==> src/iac_field_regs.svh <==
`ifndef IAC_FIELD_REGS_SVH
`define IAC_FIELD_REGS_SVH

// Register indices; the byte address is four times the index.
`define IDX_DSP_CONTROL 12'h0FFF
`define IDX_SELECTION   12'h0FFE
`define IDX_LEVEL_ABS   12'h0FFC
`define IDX_ABSORBER    12'h0FFB
`define IDX_STATUS      12'h0F00

// Reset values of the control words.
`define RST_DSP_CONTROL 16'h0038
`define RST_SELECTION   16'h0000
`define RST_LEVEL_ABS   16'h7BA6
`define RST_ABSORBER    16'h0ACD

// Field positions in the control words.
`define F_PLL_BYPASS 1
`define F_PLL_LO     2
`define F_PLL_HI     5
`define F_SRC_LO     5
`define F_SRC_HI     6
`define F_FMT_LO     7
`define F_FMT_HI     9
`define F_LTHR_LO    0
`define F_LTHR_HI    3
`define F_LFF_LO     4
`define F_LFF_HI     5
`define F_LSTR_LO    6
`define F_LSTR_HI    7
`define F_LDEV_LO    8
`define F_LDEV_HI    9
`define F_LSWEEP     10
`define F_ATHR_LO    0
`define F_ATHR_HI    2
`define F_AFF_LO     3
`define F_AFF_HI     5
`define F_ASUP_LO    6
`define F_ASUP_HI    8
`define F_ACMP_LO    9
`define F_ACMP_HI    10
`define F_AAGC       11
`define F_AGDC_LO    12
`define F_AGDC_HI    14
`define F_ATRIG      15
`define ST_REJECT    0

`endif

==> src/iac_field_pkg.sv <==
package iac_field_pkg;

   // Decoded level-based absorber settings.
   typedef struct packed {
      logic              thr_off;
      logic [6:0]        thr_bin;
      logic signed [2:0] ff_delay;
      logic [3:0]        stretch;
      logic [6:0]        dev_khz;
      logic              sweep_en;
   } level_cfg_t;

   // Decoded frequency-based absorber settings.
   typedef struct packed {
      logic [11:0] thr_bin;
      logic [11:0] ff_bin;
      logic [2:0]  supp_pulse;
      logic [2:0]  supp_stretch;
      logic        supp_stretch_valid;
      logic [2:0]  comp_delay;
      logic [3:0]  gdc_delay;
      logic        agc_fine;
      logic        trigger_out;
   } absorber_cfg_t;

   typedef enum logic [1:0] {
      src_internal_stereo_path,
      src_external_cd_serial_input,
      src_external_digital_audio
   } audio_source_t;

   typedef enum logic [2:0] {
      fmt_internal_lsb_first,
      fmt_lsb_16,
      fmt_lsb_18,
      fmt_lsb_20,
      fmt_i2s,
      fmt_third_digital_format
   } audio_format_t;

endpackage

==> src/level_field_decode.sv <==
`timescale 1ns/100ps
`include "iac_field_regs.svh"

module level_field_decode (
   input  wire logic [15:0]               word,
   output iac_field_pkg::level_cfg_t      cfg
);

   // Maps each code of the level absorber word onto its setting.
   always_comb begin
      cfg          = '0;
      cfg.thr_off  = (word[`F_LTHR_HI:`F_LTHR_LO] == 4'h0);
      case (word[`F_LTHR_HI:`F_LTHR_LO])
         4'h1:    cfg.thr_bin = 7'h02;
         4'h2:    cfg.thr_bin = 7'h03;
         4'h3:    cfg.thr_bin = 7'h04;
         4'h4:    cfg.thr_bin = 7'h05;
         4'h5:    cfg.thr_bin = 7'h06;
         4'h6:    cfg.thr_bin = 7'h08;
         4'h7:    cfg.thr_bin = 7'h0A;
         4'h8:    cfg.thr_bin = 7'h0D;
         4'h9:    cfg.thr_bin = 7'h10;
         4'hA:    cfg.thr_bin = 7'h14;
         4'hB:    cfg.thr_bin = 7'h1A;
         4'hC:    cfg.thr_bin = 7'h20;
         4'hD:    cfg.thr_bin = 7'h28;
         4'hE:    cfg.thr_bin = 7'h34;
         4'hF:    cfg.thr_bin = 7'h40;
         default: cfg.thr_bin = 7'h00;
      endcase
      cfg.ff_delay = 3'(word[`F_LFF_HI:`F_LFF_LO]) - 3'h2;
      cfg.stretch  = 4'h9 + {1'b0, word[`F_LSTR_HI:`F_LSTR_LO], 1'b0};
      case (word[`F_LDEV_HI:`F_LDEV_LO])
         2'h0:    cfg.dev_khz = 7'd42;
         2'h1:    cfg.dev_khz = 7'd48;
         2'h2:    cfg.dev_khz = 7'd57;
         default: cfg.dev_khz = 7'd70;
      endcase
      cfg.sweep_en = word[`F_LSWEEP];
   end

endmodule

==> src/absorber_field_decode.sv <==
`timescale 1ns/100ps
`include "iac_field_regs.svh"

module absorber_field_decode (
   input  wire logic [15:0]               word,
   output iac_field_pkg::absorber_cfg_t   cfg
);

   // Maps each code of the absorber word onto its setting.
   always_comb begin
      cfg = '0;
      case (word[`F_ATHR_HI:`F_ATHR_LO])
         3'h4:    cfg.thr_bin = 12'h070;
         3'h5:    cfg.thr_bin = 12'h080;
         3'h6:    cfg.thr_bin = 12'h09C;
         3'h7:    cfg.thr_bin = 12'h0C0;
         3'h0:    cfg.thr_bin = 12'h0E0;
         3'h1:    cfg.thr_bin = 12'h100;
         3'h2:    cfg.thr_bin = 12'h130;
         default: cfg.thr_bin = 12'h160;
      endcase
      case (word[`F_AFF_HI:`F_AFF_LO])
         3'h7:    cfg.ff_bin = 12'h006;
         3'h6:    cfg.ff_bin = 12'h008;
         3'h5:    cfg.ff_bin = 12'h00C;
         3'h4:    cfg.ff_bin = 12'h010;
         3'h3:    cfg.ff_bin = 12'h018;
         3'h2:    cfg.ff_bin = 12'h020;
         3'h1:    cfg.ff_bin = 12'h030;
         default: cfg.ff_bin = 12'h000;
      endcase
      // Pulse length runs 0..7 as code ^ 5; stretch is one less, or 0 and marked invalid when pulse is 0.
      cfg.supp_pulse         = word[`F_ASUP_HI:`F_ASUP_LO] ^ 3'h5;
      cfg.supp_stretch_valid = (cfg.supp_pulse != 3'h0);
      cfg.supp_stretch       = cfg.supp_stretch_valid ? cfg.supp_pulse - 3'h1 : 3'h0;
      cfg.comp_delay         = 3'(word[`F_ACMP_HI:`F_ACMP_LO] ^ 2'h2) + 3'h2;
      cfg.gdc_delay          = 4'h8 + {1'b0, word[`F_AGDC_HI:`F_AGDC_LO] ^ 3'h4};
      cfg.agc_fine           = word[`F_AAGC];
      cfg.trigger_out        = word[`F_ATRIG];
   end

endmodule

==> src/iac_pll_audio_field_decode.sv <==
// Chosen here: the Wishbone slave port and the placing of the registers.
`timescale 1ns/100ps
`include "iac_field_regs.svh"

module iac_pll_audio_field_decode (
   input  wire logic                      clk,
   input  wire logic                      srst,
   input  wire logic                      wb_cyc_i,
   input  wire logic                      wb_stb_i,
   input  wire logic                      wb_we_i,
   input  wire logic [13:2]               wb_adr_i,
   input  wire logic [31:0]               wb_dat_i,
   input  wire logic [3:0]                wb_sel_i,
   output logic [31:0]                    wb_dat_o,
   output logic                           wb_ack_o,
   output iac_field_pkg::level_cfg_t      level_cfg,
   output iac_field_pkg::absorber_cfg_t   absorber_cfg,
   output logic [7:0]                     pll_div_n,
   output logic                           pll_bypass,
   output iac_field_pkg::audio_source_t   audio_source,
   output iac_field_pkg::audio_format_t   audio_format
);

   logic [15:0]                  dsp_control_word_reg;
   logic [15:0]                  selection_reg;
   logic [15:0]                  level_absorber_word_reg;
   logic [15:0]                  absorber_word_reg;
   logic                         reject_reg;
   logic [15:0]                  selection_next;
   logic [15:0]                  sel_merged;
   logic [31:0]                  rd_data;
   logic                         req;
   logic                         wr;
   logic                         bad_fmt_wr;
   logic                         reject_clr;
   iac_field_pkg::level_cfg_t    level_dec;
   iac_field_pkg::absorber_cfg_t absorber_dec;
   logic                         srst_d;

   // Byte-lane merge of a write into a 16-bit control word.
   function automatic logic [15:0] merge(input logic [15:0] old_w,
                                         input logic [31:0] new_w,
                                         input logic [3:0]  lanes);
      logic [15:0] m;
      m = old_w;
      if (lanes[0]) begin
         m[7:0] = new_w[7:0];
      end
      if (lanes[1]) begin
         m[15:8] = new_w[15:8];
      end
      return m;
   endfunction

   // Division factor chosen by the 4-bit PLL code.
   function automatic logic [7:0] pll_factor(input logic [3:0] code);
      logic [7:0] n;
      case (code)
         4'h0:    n = 8'd93;
         4'h1:    n = 8'd99;
         4'h2:    n = 8'd106;
         4'h3:    n = 8'd113;
         4'h4:    n = 8'd121;
         4'h5:    n = 8'd126;
         4'h6:    n = 8'd132;
         4'h7:    n = 8'd137;
         4'h8:    n = 8'd143;
         4'h9:    n = 8'd148;
         4'hA:    n = 8'd154;
         4'hB:    n = 8'd159;
         4'hC:    n = 8'd165;
         4'hD:    n = 8'd170;
         4'hE:    n = 8'd176;
         default: n = 8'd181;
      endcase
      return n;
   endfunction

   // Codes 110 and 111 name no input format.
   function automatic logic fmt_reserved(input logic [2:0] code);
      return code[2:1] == 2'b11;
   endfunction

   // Input format chosen by a defined 3-bit format code.
   function automatic iac_field_pkg::audio_format_t fmt_decode(input logic [2:0] code);
      iac_field_pkg::audio_format_t f;
      case (code)
         3'h1:    f = iac_field_pkg::fmt_lsb_16;
         3'h2:    f = iac_field_pkg::fmt_lsb_18;
         3'h3:    f = iac_field_pkg::fmt_lsb_20;
         3'h4:    f = iac_field_pkg::fmt_i2s;
         3'h5:    f = iac_field_pkg::fmt_third_digital_format;
         default: f = iac_field_pkg::fmt_internal_lsb_first;
      endcase
      return f;
   endfunction

   // A request is served once; ack drops in the cycle after it.
   assign req = wb_cyc_i & wb_stb_i & ~wb_ack_o;
   assign wr  = req & wb_we_i;

   // Selection writes that carry a reserved format keep the old format bits.
   always_comb begin
      sel_merged     = merge(selection_reg, wb_dat_i, wb_sel_i);
      selection_next = sel_merged;
      bad_fmt_wr     = 1'b0;
      if (wr && wb_adr_i == `IDX_SELECTION) begin
         if (fmt_reserved(sel_merged[`F_FMT_HI:`F_FMT_LO])) begin
            bad_fmt_wr                         = 1'b1;
            selection_next[`F_FMT_HI:`F_FMT_LO] = selection_reg[`F_FMT_HI:`F_FMT_LO];
         end
      end
   end

   assign reject_clr = wr && wb_adr_i == `IDX_STATUS && wb_sel_i[0] && wb_dat_i[`ST_REJECT];

   // Bus handshake: ack and read data one cycle after the request.
   always_ff @(posedge clk) begin
      if (srst) begin
         wb_ack_o <= 1'b0;
         wb_dat_o <= 32'h0000_0000;
      end else begin
         wb_ack_o <= req;
         if (req && !wb_we_i) begin
            wb_dat_o <= rd_data;
         end
      end
   end

   // Read multiplexer; unmapped indices read as zero.
   always_comb begin
      case (wb_adr_i)
         `IDX_DSP_CONTROL: rd_data = {16'h0000, dsp_control_word_reg};
         `IDX_SELECTION:   rd_data = {16'h0000, selection_reg};
         `IDX_LEVEL_ABS:   rd_data = {16'h0000, level_absorber_word_reg};
         `IDX_ABSORBER:    rd_data = {16'h0000, absorber_word_reg};
         `IDX_STATUS:      rd_data = {16'h0000, pll_div_n, 7'h00, reject_reg};
         default:          rd_data = 32'h0000_0000;
      endcase
   end

   // DSP control word, holding the PLL division code.
   always_ff @(posedge clk) begin
      if (srst) begin
         dsp_control_word_reg <= `RST_DSP_CONTROL;
      end else if (wr && wb_adr_i == `IDX_DSP_CONTROL) begin
         dsp_control_word_reg <= merge(dsp_control_word_reg, wb_dat_i, wb_sel_i);
      end
   end

   // Selection word, holding audio source and format.
   always_ff @(posedge clk) begin
      if (srst) begin
         selection_reg <= `RST_SELECTION;
      end else if (wr && wb_adr_i == `IDX_SELECTION) begin
         selection_reg <= selection_next;
      end
   end

   // Level absorber word.
   always_ff @(posedge clk) begin
      if (srst) begin
         level_absorber_word_reg <= `RST_LEVEL_ABS;
      end else if (wr && wb_adr_i == `IDX_LEVEL_ABS) begin
         level_absorber_word_reg <= merge(level_absorber_word_reg, wb_dat_i, wb_sel_i);
      end
   end

   // Frequency-based absorber word.
   always_ff @(posedge clk) begin
      if (srst) begin
         absorber_word_reg <= `RST_ABSORBER;
      end else if (wr && wb_adr_i == `IDX_ABSORBER) begin
         absorber_word_reg <= merge(absorber_word_reg, wb_dat_i, wb_sel_i);
      end
   end

   // Sticky refusal flag; a new refusal wins over a clear in the same cycle.
   always_ff @(posedge clk) begin
      if (srst) begin
         reject_reg <= 1'b0;
      end else if (bad_fmt_wr) begin
         reject_reg <= 1'b1;
      end else if (reject_clr) begin
         reject_reg <= 1'b0;
      end
   end

   // Field lookups for the two absorber words.
   level_field_decode u_level_dec (
      .word (level_absorber_word_reg),
      .cfg  (level_dec)
   );

   absorber_field_decode u_absorber_dec (
      .word (absorber_word_reg),
      .cfg  (absorber_dec)
   );

   // Registered absorber settings.
   always_ff @(posedge clk) begin
      if (srst) begin
         level_cfg    <= '0;
         absorber_cfg <= '0;
      end else begin
         level_cfg    <= level_dec;
         absorber_cfg <= absorber_dec;
      end
   end

   // Registered clock generator settings.
   always_ff @(posedge clk) begin
      if (srst) begin
         pll_div_n  <= 8'd0;
         pll_bypass <= 1'b0;
      end else begin
         pll_div_n  <= pll_factor(dsp_control_word_reg[`F_PLL_HI:`F_PLL_LO]);
         pll_bypass <= dsp_control_word_reg[`F_PLL_BYPASS];
      end
   end

   // Registered audio input selection.
   always_ff @(posedge clk) begin
      if (srst) begin
         audio_source <= iac_field_pkg::src_internal_stereo_path;
         audio_format <= iac_field_pkg::fmt_internal_lsb_first;
      end else begin
         if (!selection_reg[`F_SRC_HI]) begin
            audio_source <= iac_field_pkg::src_internal_stereo_path;
         end else if (!selection_reg[`F_SRC_LO]) begin
            audio_source <= iac_field_pkg::src_external_cd_serial_input;
         end else begin
            audio_source <= iac_field_pkg::src_external_digital_audio;
         end
         if (!fmt_reserved(selection_reg[`F_FMT_HI:`F_FMT_LO])) begin
            audio_format <= fmt_decode(selection_reg[`F_FMT_HI:`F_FMT_LO]);
         end
      end
   end

   // Delayed reset keeps the checks quiet on the edge that releases reset.
   always_ff @(posedge clk) begin
      srst_d <= srst;
   end
endmodule

==> config.mk <==
export PLATFORM = sky130hd
export DESIGN_NAME = iac_pll_audio_field_decode
export DESIGN_NICKNAME = d
export VERILOG_FILES = /design/src/iac_field_pkg.sv /design/src/level_field_decode.sv /design/src/absorber_field_decode.sv /design/src/iac_pll_audio_field_decode.sv
export VERILOG_INCLUDE_DIRS = /design/src
export SDC_FILE = /design/constraint.sdc
export NUM_CORES = 1
export LEC_CHECK = 0
export BUFFER_PORTS_ARGS = -buffer_cell sky130_fd_sc_hd__buf_4
export CORE_AREA = 2 2 123 125
export CTS_CLUSTER_DIAMETER = 50
export DETAILED_ROUTE_END_ITERATION = 10
export DIE_AREA = 0 0 125 127
export HOLD_SLACK_MARGIN = 0.03
export MAX_ROUTING_LAYER = met4
export PLACE_DENSITY = 0.75
export SETUP_SLACK_MARGIN = 0.3
export SYNTH_ARGS = -nofsm -noshare
export SYNTH_HDL_FRONTEND = slang
export SYNTH_HIERARCHICAL = 1
export SYNTH_SLANG_ARGS = --single-unit
==> constraint.sdc <==
create_clock -name clk -period 1.6 [get_ports clk]
set_input_delay 0.16 -clock clk [delete_from_list [all_inputs] [get_ports clk]]
set_output_delay 0.16 -clock clk [all_outputs]
set_load 0.05 [all_outputs]
==> Word level (Yosys, flattened, before mapping) <==
Memories as Yosys holds them, arrays and structs flattened. A register that Yosys moved wholly into a read port is not among the register bits.
Cells that the tools add are included.
{ "totals": {"ff_bits": 160, "latch_bits": 0, "mem_bits_rw": 0, "rom_bits": 240, "inputBits": 53, "output_inout_bits": 110, "word_cells": 111, "mem_count": 2} }
{ "classes": {"addsub": 5, "n_mul": 0, "div_mod_pow": 0, "order_cmp": 0, "eq_ne": 27, "shift": 0, "n_mux": 11, "n_bitwise": 10, "n_reduce_logical": 26} }
{ "memory_table": {"columns": ["name", "words", "word_bits", "rd", "rd_ports_with_merged_regs", "write_ports", "line", "text"], "rows": [
  ["(name not given)", 16, 8, 1, 1, 0, "iac_pll_audio_field_decode.sv:58", "case (code)"],
  ["(name not given)", 16, 7, 1, 1, 0, "level_field_decode.sv:13", "case (word[`F_LTHR_HI:`F_LTHR_LO])"]
]} }
{ "op_table": {"columns": ["cell", "count"], "rows": [
  ["$pmux W16 S5", 1],
  ["$pmux W9 S7", 1],
  ["$eq A12 B12 Y1 const B", 5],
  ["$pmux W6 S7", 1],
  ["$eq A3 B3 Y1 const B", 10],
  ["$pmux W7 S3", 1],
  ["$reduce_and A2 Y1", 9],
  ["$eq A3 B2 Y1 const B", 5],
  ["$pmux W3 S5", 1],
  ["$eq A3 B1 Y1 const B", 3],
  ["$add A4 B3 Y4 const A", 2],
  ["$logic_and A1 B1 Y1", 8],
  ["$eq A2 B2 Y1 const B", 3],
  ["$not A1 Y1", 6],
  ["$logic_not A4 Y1", 1],
  ["$mux W1", 4],
  ["$mux W2", 2],
  ["$reduce_or A2 Y1", 2],
  ["$add A2 B2 Y3 const B", 1],
  ["$and A1 B1 Y1", 3],
  ["$logic_not A3 Y1", 1],
  ["$reduce_and A3 Y1", 1],
  ["$reduce_bool A3 Y1", 1],
  ["$sub A2 B2 Y3 const B", 1],
  ["other kinds (6)", 6]
]} }

==> Depth between registers and ports, before layout <==
{ "depth": {"word_depth": 8, "depth_mapped": 7, "mapped_depth_nobuf": 6} }

==> Modules after synthesis <==
The synthesis kept the hierarchy.
{ "modules_own_cells": {"columns": ["mod", "instances", "cells_per_inst", "area_each_um2", "seq_area_each_um2"], "rows": [
  ["iac_pll_audio_field_decode", 1, 601, 6264.8, 3183.1],
  ["level_field_decode", 1, 49, 374.1, 0.0],
  ["absorber_field_decode", 1, 50, 316.6, 0.0]
]} }

==> Least setup slack after synthesis <==
Ideal clock, no wire load.
{ "synth_path": {"kind": "register to register", "from": "register wb_ack_o", "to": "register dsp_control_word_reg[10]", "setup_ps": 122, "arrival_time_ps": 1737, "required_ps": 1478, "path_slack_ps": -258, "path_stages_with_launch": 8, "path_buffers": 3, "period_less_slack_ps": 1858, "cell_sequence": "dfxtp_1 and4b_1 clkbuf_1 and2_1 clkbuf_2 and3_1 buf_4 mux2i_1"} }
{ "synth_between": {"elab_chain_cells": 5} }
{ "synth_lines": {"columns": ["element", "line", "text"], "rows": [
  ["start, declared", "iac_pll_audio_field_decode.sv:15", "output logic wb_ack_o,"],
  ["start signal, assigned", "iac_pll_audio_field_decode.sv:123", "wb_ack_o <= req;"],
  ["$not A1 Y1", "iac_pll_audio_field_decode.sv:99", "assign req = wb_cyc_i & wb_stb_i & ~wb_ack_o;"],
  ["$and A1 B1 Y1", "iac_pll_audio_field_decode.sv:99", null],
  ["$and A1 B1 Y1", "iac_pll_audio_field_decode.sv:100", "assign wr = req & wb_we_i;"],
  ["$logic_and A1 B1 Y1 (no line)", null, null],
  ["$reduce_and A2 Y1 (no line)", null, null],
  ["end signal, assigned", "iac_pll_audio_field_decode.sv:145", "dsp_control_word_reg <= `RST_DSP_CONTROL;"],
  ["end signal, assigned", "iac_pll_audio_field_decode.sv:147", "dsp_control_word_reg <= merge(dsp_control_word_reg, wb_dat_i, wb_sel_i);"],
  ["end, declared", "iac_pll_audio_field_decode.sv:24", "logic [15:0] dsp_control_word_reg;"]
]} }
Every way passes these cells.
A chain may end at the register's enable or synchronous reset.

==> Worst setup path after layout <==
{ "layout_path": {"from": "register wb_ack_o", "to": "register dsp_control_word_reg[8]"} }
Same word-level chain as after synthesis.

==> flow_summary.ini <==
[layout]
top_register = absorber_cfg
final_nets = 921
final_cell_mix = buf_4 (157), dfxtp_1 (150), mux2i_1 (76)
final_common_cell = buf_4
areaGrowthSynthToFinish_pct = 32.6
top_regs = absorber_cfg x40, level_cfg x23
largest_reg_flops = 40
insertedDiodeCount = 0
drive_gt1_share_pct = 33.4

[placed_design]
dp_hpwl_um = 11400
numPortBuffers = 128
pre_cts_ws_ns = -0.145
gp_congestion = 0.851

[global_route]
grt_pass1_wl_um = 26400
grt.total_usage_pct = 21.5
antenna_found_initial = 0
met3_usage_pct = 5.28
grt-ovfl-total = 0
grt_max_degree = 171
use_met2_pct = 33.9
use_met1_pct = 27.5
grt_pass1_vias = 5134
top_usage_layer = met2

[clocking]
cts-root-buf = clkbuf_16
clkLatencyLatePin_ns = 0.42
clock_sinks = 159
tritoncts = built
htreeDepth = 4
cts_buffer_depth = 2
clkTransAtPathRegs_ns = 0.07
numCtsBuffers = 17

[route]
first_pass_iters = 5
drc = 0
route.final.wire_length_um = 16700
viasPerCell = 5.00
drt-wirelength-per-cell_um = 15.9
ant_nets = 0
via_count = 5244
drtIter0Drc = 340

[timing]
setup_slack_ns = 0.0195
worstMarginPinSlew_ns = 0.627
rsz0062_at_grt = yes
fin_skew_ns = 0.00895
slew_headroom_pct = 58.2
final-max-slew-violation-count = 0
finalHoldViolations = 0
fmax_mhz = 633
setup_viol = 0
period_share_pct = 98.8
min_period_ns = 1.58

[critical_path]
r2r_cells = 5
path_buf_inv = 1
path_class = flop to flop
cp_slowest_cell = dfxtp_4
crit_chain = and4b_2, buf_6, and2_4, and3_4, mux2i_1
cp-start-kind = flop
critPathCaptureType = flop
cpLargestDelayFamily = simple AND/OR/NAND/NOR gates
crit_cells = 5
critical_path_required_ns = 1.93
max_stage_delay_ns = 0.34
cp.arrival_ns = 1.91
cp_max_fo = 8

[power]
ir_drop_v = 0.000716
p_leak_nw = 4.08
power_density_mw_per_mm2 = 953
power_mw = 8.79

[die]
dieArea_mm2 = 0.0159
rows = 44
dieWidth_um = 125
io_pins = 163
chipHeight_um = 127
core_area_mm2 = 0.0144
start_util_pct = 48.2

[job]
maxCapViolations = 0

[synth]
synth_flop_cell = dfxtp_1
synth_top_area_cell = dfxtp_1
yosys_warnings = 6
yosysTopAreaCellShare_pct = 45.8
synth_area_mm2 = 0.00696
synth_edf_count = 0
synthDistinctLibCells = 61
ys_ff_latch = 159
async_reset_ff_share_pct = 0
yosysSeqAreaShare_pct = 45.8
synth_area_leaders = dfxtp_1 (46%), mux2i_1 (11%), nor2b_1 (5.8%)
synthCells = 700
syn_avg_cell_area_um2 = 9.94

[hold_path]
min_path_type = input pin to flop
holdPathStages = 3

[outcome]
status = finished, final reports clean
==> path summary, 6_finish.rpt <==
| kind | start | slack [ns] | to |
|---|---|---|---|
| setup / recovery | wb_ack_o | 0.02 | dsp_control_word_reg[8] |
| hold / removal | wb_dat_i[9] | 0.05 | dsp_control_word_reg[9] |
| setup reg to reg | wb_ack_o | 0.02 | dsp_control_word_reg[8] |
| hold reg to reg | dsp_control_word_reg[15] | 0.47 | dsp_control_word_reg[15] |
==> timing repair <==
action | CTS | global route
pin swaps | 7 | 8
gates resized for setup | 49 | 26
setup buffers | 9 | 3
hold buffers | 10 | 0
endpoints found under the setup margin | 84 | 89
endpoints found under the hold margin | 12 | 0
==> cell type report <==
type                            count  area, µm²
Fill cell                        1128       5200
Multi-Input combinational cell    463       3530
Sequential cell                   159       3200
Timing Repair Buffer              189       1580
Clock buffer                       19        453
Tap cell                          184        230
Clock inverter                     13        138
Inverter                           21       83.8
==> cell families after synthesis <==
kind of cell / synth area share [%]
xor+xnor: 0.630
buf+inv: 8.83
simple gates: 20.3
other cells: 0.216
mux: 13.6
compound gates: 7.45
flops: 45.8
fa+ha+maj: 3.20
==> stage by stage <==
stage	std cells	hold slack [ns]	utilization [%]	cell area, µm²	TNS, ns
4_1_cts	1045	0.0333	63.1	9110	0
5_1_grt	1048	0.0433	63.9	9220	-0.0644
2_1_floorplan	727	0.314	-	7160	0
6_report	1048	0.0526	63.9	9220	0
3_3_place_gp	994	0.426	56.5	8150	-0.821
3_5_place_dp	994	0.433	56.5	8150	-1.99
==> report_power, final <==
group / internal, mW / switching, mW
clock: 2.38 / 1.64
sequential: 4.00 / 0.0155
combinational: 0.259 / 0.484
==> cells in the mapped netlist (3+ instances only) <==
cell,count
dfxtp_1,159
mux2i_1,79
nor2b_1,65
nor2_1,61
nand2b_1,59
buf_4,48
inv_1,21
clkbuf_1,20
ha_1,17
a22oi_1,16
nand2_1,16
a21oi_1,15
mux2_2,12
o21ai_0,10
a221o_1,9
a22o_1,7
buf_2,6
and3_1,5
nand3_1,5
buf_1,4
buf_6,4
conb_1,4
nand3b_1,4
a211oi_1,3
and2_1,3
nand3_2,3
nand4_1,3
xnor2_1,3
==> per-layer routing <==
metal  vias up  share of wire [%]
met1      2475                 45
met4         0                1.6
met5         -                  0
met2       175                 47
li1       2574                  -
met3        20                5.8
==> worst reg2reg max path: stages (launching register included) <==
cell     delay (ns)
dfxtp_4        0.34
and4b_2        0.30
buf_6          0.11
and2_4         0.16
and3_4         0.31
mux2i_1        0.28
Note: power is estimated with default switching activity, not from simulation.
